==> config.mk <==
export PLATFORM = sky130hd
export DESIGN_NAME = io_port_watchdog_timer
export DESIGN_NICKNAME = d
export VERILOG_FILES = /design/src/wdt_pkg.sv /design/src/io_port_watchdog_timer.sv
export SDC_FILE = /design/constraint.sdc
export NUM_CORES = 1
export LEC_CHECK = 0
export ABC_AREA = 1
export BUFFER_PORTS_ARGS = -buffer_cell sky130_fd_sc_hd__buf_2
export CAP_MARGIN = 20
export CELL_PAD_IN_SITES_DETAIL_PLACEMENT = 0
export CELL_PAD_IN_SITES_GLOBAL_PLACEMENT = 1
export CORE_AREA = 2 2 96 98
export CTS_CLUSTER_SIZE = 20
export DETAILED_ROUTE_END_ITERATION = 8
export DIE_AREA = 0 0 98 100
export GPL_ROUTABILITY_DRIVEN = 0
export HOLD_SLACK_MARGIN = 0.08
export PLACE_DENSITY_LB_ADDON = 0.25
export SLEW_MARGIN = 20
export SYNTH_ARGS = -nofsm -noshare
export SYNTH_HDL_FRONTEND = slang
export SYNTH_SLANG_ARGS = --single-unit
==> constraint.sdc <==
create_clock -name ref_clk_i -period 2.9 [get_ports ref_clk_i]
set_input_delay 0.435 -clock ref_clk_i [delete_from_list [all_inputs] [get_ports ref_clk_i]]
set_output_delay 0.435 -clock ref_clk_i [all_outputs]
set_load 0.05 [all_outputs]
==> src/wdt_pkg.sv <==
// Purpose: Shared constants, types and decoding for the I/O port watchdog.
// Assumes: 125 MHz reference clock; host I/O cycles arrive on asynchronous pins.
// Notes: The timeout table and the pulse length are plain defaults.
// How it works
// - A read of the refresh port while disabled enables the watchdog and starts counting.
// - Each refresh-port read while running restarts the count from the full period.
// - Any read of the disable port stops the count and disables the watchdog.
// - On expiry drive either system reset or NMI, per the action select input.
// - The countdown length comes from the static period select inputs.
package wdt_pkg;

   // Clock and time base
   localparam int unsigned CLK_MHZ = 125;
   localparam int unsigned TICK_US = 1000;
   localparam int unsigned FIRE_US = 100;

   // Host I/O port map
   localparam int unsigned ADDR_W = 16;
   localparam int unsigned DATA_W = 8;
   localparam logic [15:0] DISABLE_PORT = 16'h0043;
   localparam logic [15:0] REFRESH_PORT = 16'h0443;

   // Status byte returned by a read of either port
   localparam int unsigned STAT_RUNNING_BIT = 0;
   localparam int unsigned STAT_ACTION_BIT = 1;
   localparam logic [7:0] STAT_RESET = 8'h00;

   // Select inputs
   localparam int unsigned PSEL_W = 3;
   localparam logic ACTION_RESET = 1'b0;
   localparam logic ACTION_NMI = 1'b1;

   // Counter widths
   localparam int unsigned WD_W = 16;
   localparam int unsigned PRE_W = 20;

   // Timeout periods in milliseconds, one per period select code
   localparam logic [15:0] PERIOD_MS_0 = 16'h03e8;
   localparam logic [15:0] PERIOD_MS_1 = 16'h07d0;
   localparam logic [15:0] PERIOD_MS_2 = 16'h1388;
   localparam logic [15:0] PERIOD_MS_3 = 16'h2710;
   localparam logic [15:0] PERIOD_MS_4 = 16'h4e20;
   localparam logic [15:0] PERIOD_MS_5 = 16'h7530;
   localparam logic [15:0] PERIOD_MS_6 = 16'hafc8;
   localparam logic [15:0] PERIOD_MS_7 = 16'hea60;

   // Watchdog states
   typedef enum logic [1:0] {
      WD_DISABLED,
      WD_RUNNING,
      WD_FIRING
   } wd_state_t;

   // One decoded host read
   typedef struct packed {
      logic start;
      logic [15:0] addr;
   } io_req_t;

   // Period select code to period in milliseconds
   function automatic logic [15:0] period_ticks(input logic [2:0] sel);
      logic [15:0] p;
      p = PERIOD_MS_0;
      unique case (sel)
         3'h0: p = PERIOD_MS_0;
         3'h1: p = PERIOD_MS_1;
         3'h2: p = PERIOD_MS_2;
         3'h3: p = PERIOD_MS_3;
         3'h4: p = PERIOD_MS_4;
         3'h5: p = PERIOD_MS_5;
         3'h6: p = PERIOD_MS_6;
         3'h7: p = PERIOD_MS_7;
      endcase
      return p;
   endfunction : period_ticks

endpackage : wdt_pkg

==> src/io_port_watchdog_timer.sv <==
// Purpose: Watchdog driven only by host reads of two I/O ports.
// Assumes: I/O strobe, address and select jumpers are asynchronous pins.
// Notes: After firing the watchdog falls back to disabled until re-enabled.
`timescale 1ns/1ps
module io_port_watchdog_timer #(
   parameter int unsigned TICK_CYCLES = wdt_pkg::TICK_US * wdt_pkg::CLK_MHZ,
   parameter int unsigned FIRE_CYCLES = wdt_pkg::FIRE_US * wdt_pkg::CLK_MHZ
) (
   // Clock and reset
   input wire logic ref_clk_i,
   input wire logic rst_n_i,
   // Host I/O bus pins
   input wire logic io_rd_n_i,
   input wire logic [15:0] io_addr_i,
   input wire logic [7:0] io_data_i,
   output logic [7:0] io_data_o,
   output logic io_data_oe_o,
   // Static jumper inputs
   input wire logic timeout_action_select_i,
   input wire logic [2:0] timeout_period_select_i,
   // Expiry actions and status
   output logic sys_reset_o,
   output logic nmi_o,
   output logic wd_running_o
);

   // Synchroniser stages for the pins
   logic rd_meta;
   logic rd_sync;
   logic rd_prev;
   logic [15:0] addr_meta;
   logic [15:0] addr_sync;
   logic act_meta;
   logic act_sync;
   logic [2:0] psel_meta;
   logic [2:0] psel_sync;

   // Core state
   wdt_pkg::wd_state_t state;
   wdt_pkg::wd_state_t next_state;
   logic [19:0] pre_cnt;
   logic [19:0] next_pre_cnt;
   logic [15:0] wd_cnt;
   logic [15:0] next_wd_cnt;
   wdt_pkg::io_req_t req;

   // Decode wires
   wire rd_start;
   wire refresh_hit;
   wire disable_hit;
   wire load;
   wire tick;
   wire expire;
   wire fire_done;
   wire port_hit;
   wire [7:0] status_byte;
   wire next_reset;
   wire next_nmi;
   wire [7:0] io_unused;

   // Two flops on every pin before any logic looks at it
   always_ff @(posedge ref_clk_i or negedge rst_n_i) begin
      if (!rst_n_i) begin
         rd_meta <= 1'b1;
         rd_sync <= 1'b1;
         rd_prev <= 1'b1;
         addr_meta <= 16'h0000;
         addr_sync <= 16'h0000;
         act_meta <= 1'b0;
         act_sync <= 1'b0;
         psel_meta <= 3'h0;
         psel_sync <= 3'h0;
      end else begin
         rd_meta <= io_rd_n_i;
         rd_sync <= rd_meta;
         rd_prev <= rd_sync;
         addr_meta <= io_addr_i;
         addr_sync <= addr_meta;
         act_meta <= timeout_action_select_i;
         act_sync <= act_meta;
         psel_meta <= timeout_period_select_i;
         psel_sync <= psel_meta;
      end
   end

   // Read cycle start and port decode
   assign io_unused = io_data_i;
   assign rd_start = rd_prev & ~rd_sync;
   assign req = '{start: rd_start, addr: addr_sync};
   assign refresh_hit = req.start && (req.addr == wdt_pkg::REFRESH_PORT);
   assign disable_hit = req.start && (req.addr == wdt_pkg::DISABLE_PORT);
   assign port_hit = ~rd_sync && ((addr_sync == wdt_pkg::REFRESH_PORT) ||
                                  (addr_sync == wdt_pkg::DISABLE_PORT));

   // Refresh loads the counter unless a disable read coincides or mid-action
   assign load = refresh_hit && !disable_hit && (state != wdt_pkg::WD_FIRING);
   assign tick = (state == wdt_pkg::WD_RUNNING) && (pre_cnt == 20'(TICK_CYCLES - 1));
   assign expire = tick && (wd_cnt == 16'h0001);
   assign fire_done = (state == wdt_pkg::WD_FIRING) && (pre_cnt == 20'(FIRE_CYCLES - 1));

   // State sequencing, disable read takes priority
   always_comb begin
      next_state = state;
      if (disable_hit) begin
         next_state = wdt_pkg::WD_DISABLED;
      end else begin
         unique case (state)
            wdt_pkg::WD_DISABLED: begin
               if (refresh_hit) begin
                  next_state = wdt_pkg::WD_RUNNING;
               end
            end
            wdt_pkg::WD_RUNNING: begin
               if (expire && !load) begin
                  next_state = wdt_pkg::WD_FIRING;
               end
            end
            wdt_pkg::WD_FIRING: begin
               if (fire_done) begin
                  next_state = wdt_pkg::WD_DISABLED;
               end
            end
         endcase
      end
   end

   // Prescaler restarts on each load so a period is exact
   assign next_pre_cnt = (load || tick || (next_state != state) ||
                          (state == wdt_pkg::WD_DISABLED)) ? 20'h00000 : pre_cnt + 20'h00001;
   assign next_wd_cnt = load ? wdt_pkg::period_ticks(psel_sync) :
                        (tick ? wd_cnt - 16'h0001 : wd_cnt);

   // Expiry actions follow the action jumper
   assign next_reset = (next_state == wdt_pkg::WD_FIRING) &&
                       (act_sync == wdt_pkg::ACTION_RESET);
   assign next_nmi = (next_state == wdt_pkg::WD_FIRING) &&
                     (act_sync == wdt_pkg::ACTION_NMI);

   // Status byte for host reads
   assign status_byte = wdt_pkg::STAT_RESET |
                        (8'(state == wdt_pkg::WD_RUNNING) << wdt_pkg::STAT_RUNNING_BIT) |
                        (8'(act_sync) << wdt_pkg::STAT_ACTION_BIT);

   // Core registers, disabled and quiet from reset
   always_ff @(posedge ref_clk_i or negedge rst_n_i) begin
      if (!rst_n_i) begin
         state <= wdt_pkg::WD_DISABLED;
         pre_cnt <= 20'h00000;
         wd_cnt <= 16'h0000;
         sys_reset_o <= 1'b0;
         nmi_o <= 1'b0;
         wd_running_o <= 1'b0;
      end else begin
         state <= next_state;
         pre_cnt <= next_pre_cnt;
         wd_cnt <= next_wd_cnt;
         sys_reset_o <= next_reset;
         nmi_o <= next_nmi;
         wd_running_o <= (next_state == wdt_pkg::WD_RUNNING);
      end
   end

   // Data bus drive while a read to either port is in progress
   always_ff @(posedge ref_clk_i or negedge rst_n_i) begin
      if (!rst_n_i) begin
         io_data_o <= 8'h00;
         io_data_oe_o <= 1'b0;
      end else begin
         io_data_o <= port_hit ? status_byte : 8'h00;
         io_data_oe_o <= port_hit;
      end
   end

   // Helpers for timing checks
   logic [39:0] elapsed;
   logic [15:0] loaded_ticks;
   always_ff @(posedge ref_clk_i or negedge rst_n_i) begin
      if (!rst_n_i) begin
         elapsed <= 40'h0;
         loaded_ticks <= 16'h0000;
      end else begin
         elapsed <= load ? 40'h1 : elapsed + 40'h1;
         loaded_ticks <= load ? next_wd_cnt : loaded_ticks;
      end
   end

   // Checks
   a_enable_on_read: assert property (
      @(posedge ref_clk_i) disable iff (!rst_n_i)
      (state == wdt_pkg::WD_DISABLED) && refresh_hit |=>
      (state == wdt_pkg::WD_RUNNING) && wd_running_o)
      else $error("refresh read did not enable watchdog");

   a_refresh_reload: assert property (
      @(posedge ref_clk_i) disable iff (!rst_n_i)
      (state == wdt_pkg::WD_RUNNING) && refresh_hit |=>
      (wd_cnt == wdt_pkg::period_ticks($past(psel_sync))) && (pre_cnt == 20'h00000))
      else $error("refresh read did not restart the count");

   a_disable_read: assert property (
      @(posedge ref_clk_i) disable iff (!rst_n_i)
      disable_hit |=> (state == wdt_pkg::WD_DISABLED) && !sys_reset_o && !nmi_o && !wd_running_o)
      else $error("disable read did not stop watchdog");

   a_reset_action: assert property (
      @(posedge ref_clk_i) disable iff (!rst_n_i)
      (state == wdt_pkg::WD_FIRING) && !$past(act_sync) |-> sys_reset_o && !nmi_o)
      else $error("reset action not driven on expiry");

   a_nmi_action: assert property (
      @(posedge ref_clk_i) disable iff (!rst_n_i)
      (state == wdt_pkg::WD_FIRING) && $past(act_sync) |-> nmi_o && !sys_reset_o)
      else $error("nmi action not driven on expiry");

   a_expiry_time: assert property (
      @(posedge ref_clk_i) disable iff (!rst_n_i)
      (state == wdt_pkg::WD_FIRING) && ($past(state) == wdt_pkg::WD_RUNNING) |->
      elapsed == (40'(loaded_ticks) * 40'(TICK_CYCLES)) + 40'h1)
      else $error("expiry not at selected period");

   a_quiet_disabled: assert property (
      @(posedge ref_clk_i) disable iff (!rst_n_i)
      (state == wdt_pkg::WD_DISABLED) |-> !sys_reset_o && !nmi_o)
      else $error("action driven while disabled");

   a_fire_bounded: assert property (
      @(posedge ref_clk_i) disable iff (!rst_n_i)
      (state == wdt_pkg::WD_FIRING) |-> (pre_cnt < 20'(FIRE_CYCLES)) && (sys_reset_o || nmi_o))
      else $error("action pulse overran its length");

endmodule : io_port_watchdog_timer

==> results.txt <==
WL final: 7.49 mm
Critical-path top delay cell: dfrtp_1
die area: 9800 sq um
Max-slew headroom: 59.2%
Clock Power Share: 38.1%
status: finished clean
combinational share of power: 3.7%
Power Density: 471 nW/um^2
Core Region: 8890 sq um
root buffer cell: clkbuf_8
Avg Inst Size Synth: 9.17 sq um
Die Wd: 98 um
endpoint class of the critical path: flop
Die Y: 100 um
Tmin final: 2.36 ns
CP Cell Sequence: inv_1 > ha_1 > inv_1 > nor2_1 > nand2_1 > nor2_1 > nand3_2 > nor2_2 > nand2_1 > nand2_1 > nand2_1 > nand2_1 > a21oi_1 > nand2_2 > buf_12 > nor2_2
Worst Path Max Fanout: 20
synth top area cells: dfrtp_1 51%, nand2_1 6.7%, nor2_1 5.8%
Post-Syn Area: 4120 sq um
max cap viols: 0
area leader, netlist: dfrtp_1
Final Max Slew Viols: 0
via/cell ratio: 4.80
Setup Skew: 0.0176 ns
FF+latch area: 2180 sq um
Stages on worst setup path: 16
starting density of the core: 46.3%
Crit Path Class: flop to flop
R2R Setup Slk: 0.54 ns
sequential power share: 58.3%
register area share after synthesis: 53.0%
worst skew pair latency: 0.37 ns
Hold WC Path Type: input pin to flop
most frequent cells in the layout: 84 x dfrtp_1, 74 x nand2_1, 64 x nor2_1
CP Launch Point: state[1]
I/O pins: 43
Buffers on Ports: 28
commonest non-fill, non-tap cell in the layout: dfrtp_1
share of cells above drive strength 1: 19.5%
max incr delay on CP: 0.41 ns
capture point of the critical path: pre_cnt[3]
synthesized flop and latch total: 87
Peak VDD IR: 0.287 mV
gr usage total: 17.0%
largest net degree at the start of global routing: 42
top cell type's share of synthesized area: 51.1%
Req. time, crit path: 3.15 ns
row cnt: 35
achievable clock frequency: 424 MHz
CTS tree: done
final hold slack: 0.159 ns
worst path buffer plus inverter count: 3
fin nets: 530
Clock transition at path regs: 0.10 ns
total number of vias: 2893
TritonRoute pass-1 iters: 4
post-route ant nets: 0
total gr overflow: 0
Int Power: 1.60 mW
Syn-to-layout area delta: 11.2%
CP delay by family, top: simple AND/OR/NAND/NOR gates
initial antenna violation count: 0
vias in the first global route: 2797
RSZ-0062 raised after global routing: false
crit share post-route: 81.4%
clk buf depth: 2
Yosys warnings: 0
worst r2r dst: pre_cnt[3]
global-route wire length before repair: 13.3 mm
Multi-input gate area: 1670 sq um
ant diodes: 0
Clock Sinks: 87
Data arrival, critical path: 2.61 ns
worst r2r src: state[1]
Syn Inst Count: 449
post-detail-place hpwl: 5.53 mm
DRC violations left: 0
Leak: 2.20 nW
final setup fails: 0
Net Sw Frac: 25.6%
Iter 0 DRT Violations: 103
crit start category: flop
Fill cells: 863
setup TNS: 0 ns
r2r worst-path depth: 16
post-synthesis cell type count: 38
maximum level of the CTS H-tree: 3
Final Hold Vio Count: 0
sw power: 0.551 mW
Worst-Margin Slew: 0.608 ns
clock buffer count from CTS: 9
most frequent CP cell: nand2_1
wire per inst: 12.4 um
==> final cells by class <==
cell class,instances,share of cell area (%)
clock buffer,9,2.71
clock inverter,7,1.59
inverter,52,4.27
multi-input combinational,304,36.5
sequential,87,47.7
tap,111,3.04
timing repair buffer,33,4.27
==> worst min-delay path by stage <==
stage / end / start / cells after the start / slack [ns]
2_1_floorplan: act_meta / rst_n_i / 0 / 0.14
5_1_grt: addr_meta[15] / io_addr_i[15] / 1 / 0.13
3_5_place_dp: addr_sync[0] / addr_meta[0] / 0 / 0.33
4_1_cts: addr_meta[15] / io_addr_i[15] / 1 / 0.15
3_3_place_gp: psel_sync[2] / psel_meta[2] / 0 / 0.33
6_report: addr_meta[13] / io_addr_i[13] / 1 / 0.16
==> through the flow <==
stage	power (mW)	area, sq um	cells	util, %	setup slack, ns
3_3_place_gp	1.36	4370	586	49.1	0.538
6_report	2.15	4580	603	51.5	0.539
5_1_grt	2.25	4580	603	51.5	0.249
4_1_cts	2.18	4580	603	51.5	0.473
3_5_place_dp	1.36	4370	586	49.1	0.500
2_1_floorplan	1.32	4130	454	-	0.941
==> per-layer routing <==
metal	routed length, um	track usage (%)	part of all wire, %
met1	3740	24.0	50
met2	3310	25.7	44
met3	279	3.48	3.7
met4	152	7.16	2.0
met5	0	0	0
==> synth_stat cells (all sizes together) <==
| master | n |
|---|---|
| a31oi | 4 |
| nor3b | 2 |
| dfstp | 3 |
| xor2 | 17 |
| o21bai | 1 |
| nand3b | 1 |
| xnor2 | 5 |
| a21oi | 10 |
| ha | 12 |
| nor2 | 92 |
| buf | 10 |
| dfrtp | 84 |
| a21o | 1 |
| conb | 1 |
| a21boi | 1 |
| nor4 | 5 |
| nor4b | 1 |
| o221ai | 1 |
| nor3 | 9 |
| o21ai | 18 |
| nand3 | 23 |
| inv | 52 |
| nand4 | 11 |
| nand2 | 81 |
| clkbuf | 1 |
| o211ai | 3 |
==> flip-flops by register name, indices dropped and copies added (netlist names), 2 cells and up <==
signal / flops
state: 2
psel_meta: 3
psel_sync: 3
addr_sync: 16
io_data_o: 2
pre_cnt: 20
addr_meta: 16
wd_cnt: 16
==> cells by family after synthesis <==
| group | after synthesis | synth area share (%) |
|---|---|---|
| AOI/OAI and AO/OA | 39 | 5.50 |
| xor gates and xnor gates | 22 | 4.68 |
| adders and majority gates | 12 | 3.65 |
| buffers and inverters | 63 | 6.90 |
| DFF | 87 | 53.0 |
| other | 1 | 0.0911 |
| and+or+nand+nor | 225 | 26.2 |
==> power groups by stage <==
| stage | Sequential [mW] | Clock (mW) | Combinational (mW) |
|---|---|---|---|
| floorplan | 1.28 | 0 | 0.0415 |
| global placement | 1.28 | 0 | 0.0789 |
| detailed placement | 1.28 | 0 | 0.0798 |
| CTS | 1.26 | 0.846 | 0.0815 |
| global route | 1.26 | 0.897 | 0.0917 |
| finish | 1.25 | 0.820 | 0.0788 |
==> what timing repair did <==
| item | in CTS | in global routing |
|---|---|---|
| hold endpoints to repair | 38 | 0 |
| buffers inserted | 0 | 0 |
| hold buffers | 1 | 0 |
| gates resized for setup | 0 | 0 |
(Power assumes the default switching activity.)
